==> src/design/pmt_pkg.sv <==
/*
 * Constants for the management timing and indicator register bank.
 * Assumes a single management clock and an active-low chip reset.
 */
// Overview of operation
// - Low burst: 4000h 8 ms, 1A80h 16 ms
// - High burst: 0003h 8 ms, 0006h 16 ms
// - Three-bit link-up time in bits 3:1, reset 100
// - Override bit 4 is write-only, reads zero
// - Written override copies into status bit 3
// - Status loads from strap pin, then only override
// - Value 1 single indicator, 0 tri-color dual
// - Portal ops: address, data, increment variants
`default_nettype none
package pmt_pkg;
	// Portal register addresses on the management port
	localparam logic [4:0] PORTAL_CTL_ADDR = 5'h0D;
	localparam logic [4:0] PORTAL_DATA_ADDR = 5'h0E;
	localparam int OP_HI = 15;
	localparam int OP_LO = 14;
	localparam int DEVAD_HI = 4;
	localparam logic [15:0] PORTAL_CTL_MASK = 16'hC01F;
	localparam logic [1:0] OP_ADDRESS = 2'h0;
	localparam logic [1:0] OP_DATA_NOINC = 2'h1;
	localparam logic [1:0] OP_DATA_INC_RW = 2'h2;
	localparam logic [1:0] OP_DATA_INC_WR = 2'h3;
	// Bank device addresses and register offsets
	localparam logic [4:0] DEV_AUTONEG = 5'h00;
	localparam logic [4:0] DEV_LINKUP = 5'h01;
	localparam logic [4:0] DEV_COMMON = 5'h02;
	localparam logic [15:0] REG_FLP_LOW = 16'h0003;
	localparam logic [15:0] REG_FLP_HIGH = 16'h0004;
	localparam logic [15:0] REG_LINKUP = 16'h005A;
	localparam logic [15:0] REG_COMMON = 16'h0000;
	// Burst interval encodings and resets
	localparam logic [15:0] FLP_LOW_8MS = 16'h4000;
	localparam logic [15:0] FLP_LOW_16MS = 16'h1A80;
	localparam logic [15:0] FLP_HIGH_8MS = 16'h0003;
	localparam logic [15:0] FLP_HIGH_16MS = 16'h0006;
	// Link-up register: bits 8:0 writable, 15:9 read zero
	localparam logic [8:0] LINKUP_RST = 9'h108;
	localparam int LINKUP_W = 9;
	localparam int LUT_HI = 3;
	localparam int LUT_LO = 1;
	// Common control: bit 4 write-only, bit 3 status
	localparam int OVR_BIT = 4;
	localparam int MODE_BIT = 3;
	localparam logic [15:0] COMMON_RW_MASK = 16'hFFE7;
	localparam logic [15:0] COMMON_RST = 16'h0000;
	// Strap settling: edges after release before capture
	localparam logic [1:0] STRAP_SETTLE = 2'h2;
	localparam logic [1:0] STRAP_DONE = 2'h3;
endpackage
`default_nettype wire

==> src/design/pmt_bank_if.sv <==
/*
 * Carrier between the portal and the register bank.
 * Assumes both ends run on the same management clock.
 */
`timescale 1ns/1ns
`default_nettype none
interface pmt_bank_if;
	logic wr;
	logic [4:0] dev;
	logic [15:0] addr;
	logic [15:0] wdata;
	logic [15:0] rdata;
	logic strap;
	logic strap_load;
	logic style_status;
	logic [15:0] flp_low;
	logic [15:0] flp_high;
	logic [2:0] linkup_time;
	modport portal (output wr, dev, addr, wdata, strap, strap_load,
		input rdata, style_status, flp_low, flp_high, linkup_time);
	modport bank (input wr, dev, addr, wdata, strap, strap_load,
		output rdata, style_status, flp_low, flp_high, linkup_time);
endinterface
`default_nettype wire

==> src/design/pmt_bank.sv <==
/*
 * Register bank: burst timing, link-up time and common control.
 * Assumes writes arrive as one-cycle strobes from the portal.
 */
`timescale 1ns/1ns
`default_nettype none
module pmt_bank
	import pmt_pkg::*;
(
	input wire logic clk_i,
	input wire logic rst_n_i,
	pmt_bank_if.bank bus
);
	logic [8:0] linkup;
	logic [15:0] common_rw;

	// Address match helper
	function automatic logic hit(input logic [4:0] d, input logic [15:0] a,
		input logic [4:0] dd, input logic [15:0] aa);
		hit = (d == dd) && (a == aa);
	endfunction

	logic wr_common;
	assign wr_common = bus.wr && hit(bus.dev, bus.addr, DEV_COMMON, REG_COMMON);

	// Burst timing registers
	always_ff @(posedge clk_i or negedge rst_n_i) begin
		if (!rst_n_i) begin
			bus.flp_low <= FLP_LOW_8MS;
			bus.flp_high <= FLP_HIGH_8MS;
		end else if (bus.wr) begin
			if (hit(bus.dev, bus.addr, DEV_AUTONEG, REG_FLP_LOW))
				bus.flp_low <= bus.wdata;
			if (hit(bus.dev, bus.addr, DEV_AUTONEG, REG_FLP_HIGH))
				bus.flp_high <= bus.wdata;
		end
	end

	// Link-up time control
	always_ff @(posedge clk_i or negedge rst_n_i) begin
		if (!rst_n_i)
			linkup <= LINKUP_RST;
		else if (bus.wr && hit(bus.dev, bus.addr, DEV_LINKUP, REG_LINKUP))
			linkup <= bus.wdata[LINKUP_W-1:0];
	end
	assign bus.linkup_time = linkup[LUT_HI:LUT_LO];

	// Common control plain bits
	always_ff @(posedge clk_i or negedge rst_n_i) begin
		if (!rst_n_i)
			common_rw <= COMMON_RST;
		else if (wr_common)
			common_rw <= bus.wdata & COMMON_RW_MASK;
	end

	// Indicator style: strap at release, then override writes
	always_ff @(posedge clk_i or negedge rst_n_i) begin
		if (!rst_n_i)
			bus.style_status <= 1'b0;
		else if (wr_common)
			bus.style_status <= bus.wdata[OVR_BIT];
		else if (bus.strap_load)
			bus.style_status <= bus.strap;
	end

	// Read mux; override bit always reads zero
	always_comb begin
		bus.rdata = 16'h0000;
		if (hit(bus.dev, bus.addr, DEV_AUTONEG, REG_FLP_LOW))
			bus.rdata = bus.flp_low;
		else if (hit(bus.dev, bus.addr, DEV_AUTONEG, REG_FLP_HIGH))
			bus.rdata = bus.flp_high;
		else if (hit(bus.dev, bus.addr, DEV_LINKUP, REG_LINKUP))
			bus.rdata = {7'h00, linkup};
		else if (hit(bus.dev, bus.addr, DEV_COMMON, REG_COMMON)) begin
			bus.rdata = common_rw;
			bus.rdata[MODE_BIT] = bus.style_status;
		end
	end

	a_lo_reset_val: assert property (@(posedge clk_i) $rose(rst_n_i) |->
		bus.flp_low == FLP_LOW_8MS) else $error("low burst reset wrong");
	a_hi_reset_val: assert property (@(posedge clk_i) $rose(rst_n_i) |->
		bus.flp_high == FLP_HIGH_8MS) else $error("high burst reset wrong");
	a_linkup_write: assert property (@(posedge clk_i) disable iff (!rst_n_i)
		bus.wr && hit(bus.dev, bus.addr, DEV_LINKUP, REG_LINKUP) |=>
		bus.linkup_time == $past(bus.wdata[LUT_HI:LUT_LO]))
		else $error("link-up time not stored");
	a_override_reads0: assert property (@(posedge clk_i) disable iff (!rst_n_i)
		hit(bus.dev, bus.addr, DEV_COMMON, REG_COMMON) |-> !bus.rdata[OVR_BIT] &&
		bus.rdata[MODE_BIT] == bus.style_status)
		else $error("override bit read not zero");
	a_override_copy: assert property (@(posedge clk_i) disable iff (!rst_n_i)
		wr_common |=> bus.style_status == $past(bus.wdata[OVR_BIT]))
		else $error("override not copied to status");
	a_mode_stable: assert property (@(posedge clk_i) disable iff (!rst_n_i)
		!wr_common && !bus.strap_load |=> $stable(bus.style_status))
		else $error("indicator status changed unprompted");
endmodule
`default_nettype wire

==> src/design/pmt_top.sv <==
/*
 * Management portal, strap capture and burst spacing counter.
 * Assumes the management front end delivers clause-22 register
 * accesses as one-cycle strobes on the system clock.
 */
`timescale 1ns/1ns
`default_nettype none
module pmt_top
	import pmt_pkg::*;
#(
	parameter int DEVS = 32
) (
	input wire logic SYS_CLK_I,
	input wire logic RESET_N_I,
	input wire logic [4:0] REG_ADDR_I,
	input wire logic [15:0] REG_WDATA_I,
	input wire logic REG_WR_I,
	input wire logic REG_RD_I,
	output logic [15:0] REG_RDATA_O,
	output logic REG_RVALID_O,
	input wire logic INDICATOR_STYLE_STRAP_I,
	input wire logic AN_START_I,
	output logic FLP_BURST_O,
	output logic FLP_LONG_O,
	output logic INDICATOR_SINGLE_O,
	output logic [2:0] LINKUP_TIME_O
);
	pmt_bank_if bus ();

	logic [1:0] op;
	logic [4:0] devad;
	logic [15:0] reg_addr [DEVS];
	logic strap_meta;
	logic strap_sync;
	logic [1:0] strap_cnt;
	logic [31:0] burst_cnt;
	logic burst_run;
	logic wr_ctl;
	logic wr_data;
	logic rd_data;
	logic inc;

	// Post-increment decision per operation
	function automatic logic bump(input logic [1:0] o, input logic is_wr);
		bump = (o == OP_DATA_INC_RW) || (is_wr && o == OP_DATA_INC_WR);
	endfunction

	// Portal strobes and bank request
	always_comb begin
		wr_ctl = REG_WR_I && REG_ADDR_I == PORTAL_CTL_ADDR;
		wr_data = REG_WR_I && REG_ADDR_I == PORTAL_DATA_ADDR;
		rd_data = REG_RD_I && REG_ADDR_I == PORTAL_DATA_ADDR;
		inc = op != OP_ADDRESS && ((wr_data && bump(op, 1'b1)) ||
			(rd_data && bump(op, 1'b0)));
		bus.wr = wr_data && op != OP_ADDRESS;
		bus.dev = devad;
		bus.addr = reg_addr[devad];
		bus.wdata = REG_WDATA_I;
		bus.strap = strap_sync;
		bus.strap_load = strap_cnt == STRAP_SETTLE;
	end

	// Portal control register
	always_ff @(posedge SYS_CLK_I or negedge RESET_N_I) begin
		if (!RESET_N_I) begin
			op <= OP_ADDRESS;
			devad <= 5'h00;
		end else if (wr_ctl) begin
			op <= REG_WDATA_I[OP_HI:OP_LO];
			devad <= REG_WDATA_I[DEVAD_HI:0];
		end
	end

	// Per-device register address with post-increment
	always_ff @(posedge SYS_CLK_I or negedge RESET_N_I) begin
		if (!RESET_N_I) begin
			for (int i = 0; i < DEVS; i++)
				reg_addr[i] <= 16'h0000;
		end else if (wr_data && op == OP_ADDRESS) begin
			reg_addr[devad] <= REG_WDATA_I;
		end else if (inc) begin
			reg_addr[devad] <= reg_addr[devad] + 16'h0001;
		end
	end

	// Read answer one cycle after the strobe
	always_ff @(posedge SYS_CLK_I or negedge RESET_N_I) begin
		if (!RESET_N_I) begin
			REG_RDATA_O <= 16'h0000;
			REG_RVALID_O <= 1'b0;
		end else begin
			REG_RVALID_O <= REG_RD_I;
			if (REG_RD_I) begin
				if (REG_ADDR_I == PORTAL_CTL_ADDR)
					REG_RDATA_O <= {op, 14'h0000} | {11'h000, devad};
				else if (REG_ADDR_I == PORTAL_DATA_ADDR)
					REG_RDATA_O <= op == OP_ADDRESS ? bus.addr : bus.rdata;
				else
					REG_RDATA_O <= 16'h0000;
			end
		end
	end

	// Strap pin synchroniser and one-shot capture after release
	always_ff @(posedge SYS_CLK_I or negedge RESET_N_I) begin
		if (!RESET_N_I) begin
			strap_meta <= 1'b0;
			strap_sync <= 1'b0;
			strap_cnt <= 2'h0;
		end else begin
			strap_meta <= INDICATOR_STYLE_STRAP_I;
			strap_sync <= strap_meta;
			if (strap_cnt != STRAP_DONE)
				strap_cnt <= strap_cnt + 2'h1;
		end
	end

	// Burst spacing counter reloaded from the joined registers
	always_ff @(posedge SYS_CLK_I or negedge RESET_N_I) begin
		if (!RESET_N_I) begin
			burst_cnt <= 32'h0000_0000;
			burst_run <= 1'b0;
			FLP_BURST_O <= 1'b0;
		end else begin
			FLP_BURST_O <= 1'b0;
			if (AN_START_I) begin
				burst_cnt <= {bus.flp_high, bus.flp_low};
				burst_run <= 1'b1;
			end else if (burst_run) begin
				if (burst_cnt == 32'h0000_0000) begin
					burst_cnt <= {bus.flp_high, bus.flp_low};
					FLP_BURST_O <= 1'b1;
				end else begin
					burst_cnt <= burst_cnt - 32'h0000_0001;
				end
			end
		end
	end

	// Decoded selections and configuration outputs
	always_ff @(posedge SYS_CLK_I or negedge RESET_N_I) begin
		if (!RESET_N_I) begin
			FLP_LONG_O <= 1'b0;
			INDICATOR_SINGLE_O <= 1'b0;
			LINKUP_TIME_O <= 3'h0;
		end else begin
			FLP_LONG_O <= bus.flp_low == FLP_LOW_16MS && bus.flp_high == FLP_HIGH_16MS;
			INDICATOR_SINGLE_O <= bus.style_status;
			LINKUP_TIME_O <= bus.linkup_time;
		end
	end

	pmt_bank u_bank (
		.clk_i(SYS_CLK_I),
		.rst_n_i(RESET_N_I),
		.bus(bus)
	);

	a_long_decode: assert property (@(posedge SYS_CLK_I) disable iff (!RESET_N_I)
		bus.flp_low == FLP_LOW_16MS && bus.flp_high == FLP_HIGH_16MS |=> FLP_LONG_O)
		else $error("16 ms selection not decoded");
	a_short_decode: assert property (@(posedge SYS_CLK_I) disable iff (!RESET_N_I)
		bus.flp_high == FLP_HIGH_8MS |=> !FLP_LONG_O)
		else $error("8 ms selection not decoded");
	a_long_reserved: assert property (@(posedge SYS_CLK_I) disable iff (!RESET_N_I)
		!(bus.flp_low == FLP_LOW_16MS && bus.flp_high == FLP_HIGH_16MS) |=> !FLP_LONG_O)
		else $error("long selection without both codes");
	a_style_follows: assert property (@(posedge SYS_CLK_I) disable iff (!RESET_N_I)
		##1 INDICATOR_SINGLE_O == $past(bus.style_status))
		else $error("indicator output lags status");
	a_linkup_out: assert property (@(posedge SYS_CLK_I) disable iff (!RESET_N_I)
		RESET_N_I |=> LINKUP_TIME_O == $past(bus.linkup_time))
		else $error("link-up time output lags field");

	// Portal control, pointer and read answer checks
	a_portal_incr: assert property (@(posedge SYS_CLK_I) disable iff (!RESET_N_I)
		rd_data && op == OP_DATA_INC_RW |=>
		reg_addr[$past(devad)] == $past(bus.addr) + 16'h0001)
		else $error("read post-increment missing");
	a_portal_noinc: assert property (@(posedge SYS_CLK_I) disable iff (!RESET_N_I)
		rd_data && !REG_WR_I && op == OP_DATA_INC_WR |=>
		reg_addr[$past(devad)] == $past(bus.addr))
		else $error("write-only increment moved on read");
	a_ctl_write: assert property (@(posedge SYS_CLK_I) disable iff (!RESET_N_I)
		wr_ctl |=> op == $past(REG_WDATA_I[OP_HI:OP_LO]) &&
		devad == $past(REG_WDATA_I[DEVAD_HI:0]))
		else $error("portal control not stored");
	a_addr_readback: assert property (@(posedge SYS_CLK_I) disable iff (!RESET_N_I)
		rd_data && op == OP_ADDRESS |=> REG_RDATA_O == $past(bus.addr))
		else $error("stored address not read back");
	a_write_incr: assert property (@(posedge SYS_CLK_I) disable iff (!RESET_N_I)
		wr_data && (op == OP_DATA_INC_WR || op == OP_DATA_INC_RW) |=>
		reg_addr[$past(devad)] == $past(bus.addr) + 16'h0001)
		else $error("write post-increment missing");
	a_noinc_hold: assert property (@(posedge SYS_CLK_I) disable iff (!RESET_N_I)
		(wr_data || rd_data) && op == OP_DATA_NOINC |=>
		reg_addr[$past(devad)] == $past(bus.addr))
		else $error("address moved without increment");
	a_rvalid_follows: assert property (@(posedge SYS_CLK_I) disable iff (!RESET_N_I)
		RESET_N_I |=> REG_RVALID_O == $past(REG_RD_I))
		else $error("read answer not one cycle after strobe");
	a_rdata_hold: assert property (@(posedge SYS_CLK_I) disable iff (!RESET_N_I)
		!REG_RD_I |=> $stable(REG_RDATA_O))
		else $error("read data changed without a read");

	// Strap capture checks
	a_strap_capture: assert property (@(posedge SYS_CLK_I) disable iff (!RESET_N_I)
		bus.strap_load && !(bus.wr && bus.dev == DEV_COMMON && bus.addr == REG_COMMON) |=>
		bus.style_status == $past(strap_sync))
		else $error("strap not captured into status");
	a_strap_once: assert property (@(posedge SYS_CLK_I) disable iff (!RESET_N_I)
		strap_cnt == STRAP_DONE |=> strap_cnt == STRAP_DONE)
		else $error("strap capture repeated");

	// Burst spacing checks
	a_burst_reload: assert property (@(posedge SYS_CLK_I) disable iff (!RESET_N_I)
		AN_START_I |=> burst_run && burst_cnt == $past({bus.flp_high, bus.flp_low}))
		else $error("spacing counter not reloaded");
	a_burst_pulse: assert property (@(posedge SYS_CLK_I) disable iff (!RESET_N_I)
		burst_run && !AN_START_I && burst_cnt == 32'h0000_0000 |=> FLP_BURST_O)
		else $error("burst pulse missing at count end");
	a_burst_quiet: assert property (@(posedge SYS_CLK_I) disable iff (!RESET_N_I)
		!burst_run |=> !FLP_BURST_O)
		else $error("burst pulse while spacing idle");
endmodule
`default_nettype wire

==> config.mk <==
export PLATFORM = sky130hd
export DESIGN_NAME = pmt_top
export DESIGN_NICKNAME = d
export VERILOG_FILES = /design/src/design/pmt_pkg.sv /design/src/design/pmt_bank_if.sv /design/src/design/pmt_bank.sv /design/src/design/pmt_top.sv
export SDC_FILE = /design/constraint.sdc
export NUM_CORES = 1
export LEC_CHECK = 0
export BUFFER_PORTS_ARGS = -buffer_cell sky130_fd_sc_hd__buf_4
export CAP_MARGIN = 20
export CORE_ASPECT_RATIO = 2
export CORE_MARGIN = 3
export CORE_UTILIZATION = 40
export DETAILED_ROUTE_END_ITERATION = 7
export PLACE_DENSITY = 0.52
export SYNTH_ARGS = -nofsm -noshare
export SYNTH_HDL_FRONTEND = slang
export SYNTH_SLANG_ARGS = --single-unit
==> constraint.sdc <==
create_clock -name SYS_CLK_I -period 4.9 [get_ports SYS_CLK_I]
set_clock_uncertainty 0.2 [all_clocks]
set_input_delay 0.49 -clock SYS_CLK_I [delete_from_list [all_inputs] [get_ports SYS_CLK_I]]
set_output_delay 0.49 -clock SYS_CLK_I [all_outputs]
set_load 0.02 [all_outputs]
[Word level (Yosys, flattened, before mapping)]
Cells that the tools add are included.
Storage, ports and cells
  bits in registers: 635
  logic and storage cells: 122
  bits of input ports: 27
  output and inout port bits: 23
Operators by class
  eq/ne operators: 13
  add/subtract/negate cells: 3
  magnitude comparators: 2
  bitwise operators: 2
  muxes and demuxes: 24
  reductions and logical operators: 28
Operators with widths (count)
  bitwise mux 512 bit: 2
  two-way mux 512 bit: 2
  two-way mux 16 bit: 10
  two-way mux 32 bit: 3
  binary-select mux 16 bit (select 5 bit): 1
  demux 16 bit (select 5 bit): 1
  == test 16 x 3 -> 1 bit (second input constant): 2
  logical NOT 32 bit: 1
  subtractor 32 x 1 -> 32 bit (second input constant): 1
  adder 16 x 1 -> 16 bit (second input constant): 1
  == test 16 x 13 -> 1 bit (second input constant): 1
  == test 16 x 2 -> 1 bit (second input constant): 1
  == test 16 x 7 -> 1 bit (second input constant): 1
  logical AND 1 bit: 16
  logical NOT 16 bit: 1
  bitwise OR 16 x 5 -> 16 bit: 1
  == test 5 x 4 -> 1 bit (second input constant): 2
  nonzero test 2 bit: 4
  == test 2 bit (second input constant): 3
  >= comparator 6 bit (second input constant): 1
  less-than comparator 6 x 1 -> 1 bit (second input constant): 1
  NOT 5 -> 6 bit: 1
  == test 5 x 1 -> 1 bit (second input constant): 1
  == test 5 x 2 -> 1 bit (second input constant): 1
  other kinds (7): 13

[Longest topological paths before layout]
  depth after elaboration: 13
  depth in mapped cells: 17
  depth with buffers taken out: 12

[Cells and area by module]
Synthesis repeated with hierarchy kept, for this count alone.
Unflattened totals
  cell total of the unflattened synthesis: 3135
  area, all modules: 30168.9 um^2
By module, submodules not included
  pmt_top: sequential area each 14488.9 um^2, area an instance 27286.2 um^2, times used 1, cells an instance 2904
  pmt_bank: sequential area each 1407.6 um^2, area an instance 2882.8 um^2, times used 1, cells an instance 231

[Worst setup path after synthesis]
No wires, ideal clock.
  path kind: flip-flop to flip-flop
  start: register devad[4], in the netlist bus.dev[4]
  end: register reg_addr[110] in the netlist's numbering
  arrival time: 3.336 ns
  cell stages (with the launch flop): 15
  clock period less this slack: 3.669 ns
  library setup time: 0.133 ns
  data required time: 4.567 ns
  slack: 1.231 ns
  buffers on the path: 3
  cells stage by stage: dfrtp_1 -> buf_2 -> buf_2 -> nor3b_1 -> a22oi_1 -> and4_1 -> inv_1 -> ha_1 -> inv_1 -> a21oi_1 -> nand3_1 -> or3_1 -> a31oi_1 -> clkbuf_1 -> o21ai_0
Between the ends
  longest elaborated chain between the ends: 8
  elaborated cells between the ends (all ways): 14
  classes of those cells: 1 x add/sub; 2 x order compare; 9 x mux; 1 x bitwise; 1 x reduce/logical
RTL lines
  start: declaration: RTL line pmt_top.sv:31  | logic [4:0] devad;
  start signal: assignment: RTL line pmt_top.sv:70  | devad <= REG_WDATA_I[DEVAD_HI:0];
  NOT 5 -> 6 bit (implied by the code) *: RTL line pmt_top.sv:80, pmt_top.sv:82
  binary-select mux 16 bit (select 5 bit), or another cell as far along: RTL line pmt_top.sv:82  | reg_addr[devad] <= reg_addr[devad] + 16'h0001;
  two-way mux 16 bit (implied by the code) or logical AND 1 bit (tied branches): RTL line pmt_top.sv:82, pmt_top.sv:80
  two-way mux 16 bit, on equally long branches: RTL line pmt_top.sv:82, pmt_top.sv:80
  adder 16 x 1 -> 16 bit or demux 16 bit (select 5 bit) (tied branches): RTL line pmt_top.sv:82, pmt_top.sv:80
  bitwise mux 512 bit: RTL line pmt_top.sv:82
  two-way mux 512 bit: RTL line pmt_top.sv:81  | end else if (inc) begin
  two-way mux 512 bit *: RTL line pmt_top.sv:79  | end else if (wr_data && op == OP_ADDRESS) begin
  end signal: indexed assignment: RTL line pmt_top.sv:82
  end: declaration: RTL line pmt_top.sv:32  | logic [15:0] reg_addr [DEVS];
Every way passes the cells marked *; elsewhere a longest branch is shown, timed or not. The select of a mux whose other input is x is not followed.
A chain may end at the register's enable or synchronous reset.

[Worst setup path in the final report]
  start: register devad[0], in the netlist bus.dev[0]
  end: register u_bank.common_rw[10]
Between the ends
  longest elaborated chain between the ends: 7
  elaborated cells between the ends (all ways): 8
  classes of those cells: 1 x eq/ne; 3 x mux; 1 x bitwise; 3 x reduce/logical
RTL lines
  NOT 5 -> 6 bit (implied by the code): RTL line pmt_top.sv:57  | bus.addr = reg_addr[devad];
  binary-select mux 16 bit (select 5 bit): RTL line pmt_top.sv:57
  two-way mux 16 bit (implied by the code) (2 in series): RTL line pmt_top.sv:57
  logical NOT 16 bit: RTL line pmt_bank.sv:20  | hit = (d == dd) && (a == aa);
  logical AND 1 bit *: RTL line pmt_bank.sv:20
  logical AND 1 bit *: RTL line pmt_bank.sv:24  | assign wr_common = bus.wr && hit(bus.dev, bus.addr, DEV_COMMON, REG_COMMON);
  end signal: assignment: RTL line pmt_bank.sv:53  | common_rw <= bus.wdata & COMMON_RW_MASK;
  end: declaration: RTL line pmt_bank.sv:15  | logic [15:0] common_rw;
Marks and branches as above.

==> run summary <==
The first global-routing pass estimated 150,600 um of wire. The fraction of registers with async set or reset after synthesis came out at 1.000. Using the TritonRoute via totals, the vias-per-cell ratio works out to 5.833. Across the run, the number of max-cap violations was 0. The cell family contributing the most delay on the critical path is simple AND/OR/NAND/NOR gates. The clock tree from TritonCTS is yes.

Walking the worst path, the cells encountered are buf_12 -> mux2i_1 -> o22ai_1 -> nor4_1 -> nand2_1 -> nor4_1 -> and2_4 -> and2_4 -> nand2_4 -> mux2_4. Leaving out fill and tap cells, the most frequent cell in the layout is sky130_fd_sc_hd__dfrtp_1. The floorplan step defined a die boundary enclosing 0.07666 mm^2.

In this run the worst path has a maximum fanout of 51. The fraction of power consumed by the clock network is 0.422. In the layout the commonest cells are sky130_fd_sc_hd__dfrtp_1, sky130_fd_sc_hd__nand2_1, sky130_fd_sc_hd__o21ai_0, sky130_fd_sc_hd__mux2i_1, sky130_fd_sc_hd__buf_4.

The flow ran to the end, and the final reports show no timing, DRC or antenna violations. The average wire per standard cell came out at 26.57 um. At the worst endpoint, the arrival time is 4770 ps. The path class of the tightest hold or removal check is primary input to flop. The largest stage delay on the critical path came out at 700 ps.

STA puts the critical path data required time at 5200 ps. The final core utilization came out at 0.4599. The post-synthesis to final-layout area growth is 13.39%. A synthesized cell averages 10.33 um^2. The final hold violation count is 0.

The post-route cell area is 0.03320 mm^2. The worst setup path is captured at a flop. Port buffering added 49 buffers. The post-synthesis adder-cell area fraction came out at 0.002992. The basic-gate share of the synthesized area counting and, or, nand and nor cells came out at 0.1210. Of the synthesized area, sequential elements account for 0.5430. The starting utilization of the core area is 0.4056. For this design the static power due to leakage is 14.50 nW. The clock latency on the worst-skew pair came out at 630 ps. The number of buffers inserted by post-CTS setup repair came out at 0.

In the global route stage, met1 resource usage came out at 0.2901. For the pin with the worst max-slew slack, the measured transition is 999.9 ps. The number of filler instances in the final layout came out at 6,727. The final layout contains 2,888 nets. Setup violations remaining at the end of the flow were counted as 0.

The final route contains 22,280 vias. The total congestion overflow came out at 0. The critical path in this run is classified as flop to flop.

The congestion estimate from routability-driven global placement came to 0.8802. After synthesis the cells add up to 0.02927 mm^2. Row generation in the floorplan step produced 139 rows. The H-tree depth came out at 2. The aggregate routed wire length is 101,500 um. The die boundary width came out at 197.3 um. For the finished layout, the period the worst path requires is 4466 ps.

The total nets after synthesis came out at 2,868. For this run, the total global-route usage over all layers was measured as 0.2636. The wire-length estimate of the detail-placed layout is 68,050 um. After synthesis, the cell types taking the most area are sky130_fd_sc_hd__dfrtp_1, sky130_fd_sc_hd__o21ai_0, sky130_fd_sc_hd__mux2i_1. The synthesis-stage register bit count came out at 635. The compound-gate portion of the synthesized area is 0.1485. STA classifies the critical path startpoint as a flop. For this run, the leading register cell type out of synthesis is sky130_fd_sc_hd__dfrtp_1. The number of clock sinks is 635. The share of synthesized area spent on multiplexers is 0.1411. The top-level port count came out at 50. Across the VDD grid, the largest voltage drop is 0.2806 mV. The number of antenna-violating nets in the routed design is 0. Of the total power, the share spent switching nets is 0.2578. In the global route stage, met3 resource usage came out at 0.03018.

The largest area contributor in the synthesized netlist is sky130_fd_sc_hd__dfrtp_1. The share of post-route cells with drive strength above 1 came out at 0.1616. The number of flops mapped to enable cells by yosys is 0. The CTS clock-pin slew for the worst setup and hold paths came out at 70 ps. The number of global-route vias before repair is 22,740. The largest net degree at the start of global routing is 107. The net switching power is 0.002958 W. In this run the most used layer during global routing was met2. The remaining routing DRC violations is 0. In the synthesized netlist, the number of instances is 2,834. The number of library cell types mapped by synthesis is 72. No sink is reached through more buffers than the 3 on the longest clock path.

After synthesis, the largest family of logic cells by area is compound AO/OA/AOI/OAI gates. In this run the standard cell core region covers 0.07218 mm^2. Final hold analysis gives a worst-case slack of 26.65 ps.

The floorplan step set the die height to 388.6 um. The largest individual stage delay along the critical path comes from the cell sky130_fd_sc_hd__dfrtp_4. Counting both buffers and inverters, the worst setup path holds a total of 1. The number of detailed-route iterations in the first pass is 7.

The DRC marker count from the first detailed-route iteration is 1,524. The synthesis warning total came out at 0. The total clock buffers created by CTS came out at 56. The combinational power share is 0.109. The cell area reported after detailed placement came out at 0.03098 mm^2. The post-route setup TNS is 0 ps. The number of antenna violations at the first check in global routing is 1. The met2 track demand over resource in global routing came out at 0.4861. The fraction of post-synthesis cell area in the top cell type by area came out at 0.5385.

The share of total power dissipated in sequential elements is 0.469. The internal power of the cells came out at 0.008515 W. The worst slew slack as a fraction of its limit came out at 0.3283.

In the finished design, the share of the clock period the worst path needs comes to 0.9115. The power density relative to cell area is 345.6 mW/mm^2. The root buffer cell is sky130_fd_sc_hd__clkbuf_16.

The final number of max-transition violations is 0. Of the total synthesized cell area, the portion taken by XOR and XNOR cells is 0.002393. For this run, the top clock speed supported by timing is 223.9 MHz. Setup repair after global routing left no endpoint under its margin.
-- final timing paths --
| path | startpoint | endpoint | slack, ps | cells past startpoint |
|---|---|---|---|---|
| max in group asynchronous | RESET_N_I | reg_addr[237] | 2860 | 3 |
| min in group asynchronous | RESET_N_I | strap_meta | 340 | 2 |
| hold / removal | REG_WDATA_I[4] | u_bank.bus.style_status | 30 | 2 |
| setup / recovery | bus.dev[0] | u_bank.common_rw[10] | 430 | 10 |
| hold reg to reg | strap_meta | bus.strap | 170 | 0 |
| setup reg to reg | bus.dev[0] | u_bank.common_rw[10] | 430 | 10 |
-- power by group through the flow --
stage	Clock, W	Sequential, W	Combinational [W]
floorplan	0	0.00544	0.000793
global placement	0	0.00548	0.00123
detailed placement	0	0.00548	0.00123
CTS	0.00493	0.00538	0.00125
global route	0.00512	0.00539	0.00133
finish	0.00484	0.00538	0.00125
-- cells in the mapped netlist (5+ instances only) --
cell type,n
sky130_fd_sc_hd__ha_1,7
sky130_fd_sc_hd__nor3_1,24
sky130_fd_sc_hd__dfstp_2,5
sky130_fd_sc_hd__clkbuf_1,176
sky130_fd_sc_hd__nand2b_1,6
sky130_fd_sc_hd__nor2_1,51
sky130_fd_sc_hd__nor4_2,10
sky130_fd_sc_hd__a31oi_1,10
sky130_fd_sc_hd__or3_1,10
sky130_fd_sc_hd__xnor2_1,6
sky130_fd_sc_hd__nand4bb_1,6
sky130_fd_sc_hd__nand4_1,11
sky130_fd_sc_hd__nand2_1,536
sky130_fd_sc_hd__mux2_2,113
sky130_fd_sc_hd__nand3_1,13
sky130_fd_sc_hd__a22oi_1,21
sky130_fd_sc_hd__a21oi_1,55
sky130_fd_sc_hd__and4_1,5
sky130_fd_sc_hd__inv_1,12
sky130_fd_sc_hd__nand4b_1,5
sky130_fd_sc_hd__o22ai_1,123
sky130_fd_sc_hd__and3_1,9
sky130_fd_sc_hd__mux2_1,5
sky130_fd_sc_hd__and2_1,7
sky130_fd_sc_hd__nor4_1,34
sky130_fd_sc_hd__mux2_4,10
sky130_fd_sc_hd__buf_2,33
sky130_fd_sc_hd__dfrtp_1,630
sky130_fd_sc_hd__o2bb2ai_1,8
sky130_fd_sc_hd__o21ai_1,8
sky130_fd_sc_hd__nand3b_1,5
sky130_fd_sc_hd__mux4_2,16
sky130_fd_sc_hd__o21ai_0,512
sky130_fd_sc_hd__a221oi_1,13
sky130_fd_sc_hd__nor3b_1,8
sky130_fd_sc_hd__buf_6,17
sky130_fd_sc_hd__buf_4,7
sky130_fd_sc_hd__or2_2,6
sky130_fd_sc_hd__mux2i_1,229
sky130_fd_sc_hd__a21o_1,9
-- state kept, by name, summed over array words and instances, names as in the netlist, 2 cells and up --
name,flops
LINKUP_TIME_O,3
REG_RDATA_O,16
burst_cnt,32
bus.dev,5
op,2
reg_addr,512
strap_cnt,2
u_bank.bus.flp_high,16
u_bank.bus.flp_low,16
u_bank.common_rw,14
u_bank.linkup,9
-- repair_timing --
item	4_1_cts	5_1_grt
hold endpoints to repair	151	0
resized for setup	0	0
hold buffers	19	0
-- logic make-up after synthesis --
logic type,after synthesis
compound gates,784
simple gates,773
flops,635
mux,373
buf+inv,254
xor+xnor,8
fa+ha+maj,7
-- metrics by stage --
| stage | std cells | setup slack, ps | total power, W |
|---|---|---|---|
| 2_1_floorplan | 2834 | 1231 | 0.006232 |
| 3_3_place_gp | 3690 | 495.3 | 0.006701 |
| 3_5_place_dp | 3691 | 467.3 | 0.006714 |
| 4_1_cts | 3816 | 458.0 | 0.01155 |
| 5_1_grt | 3818 | 319.4 | 0.01183 |
| 6_report | 3820 | 433.5 | 0.01147 |
-- cell type report --
type                       instances  area (um^2)  area share
antenna                            2        5.005   0.0001508
clock inverter                    16        247.7    0.007463
multi-input combinational       1945        12250      0.3691
tap                              916         1146     0.03453
timing repair buffer             203         1834     0.05526
clock buffer                      90         1762     0.05307
sequential                       635        15900      0.4790
inverter                          13        48.80    0.001470
-- routing by layer --
| metal | wire length (um) | vias to the layer above |
|---|---|---|
| li1 | - | 10090 |
| met1 | 36540 | 11220 |
| met2 | 53820 | 681 |
| met3 | 4156 | 295 |
| met4 | 6965 | 0 |
| met5 | 0 | - |
Note: power is estimated with default switching activity, not from simulation.
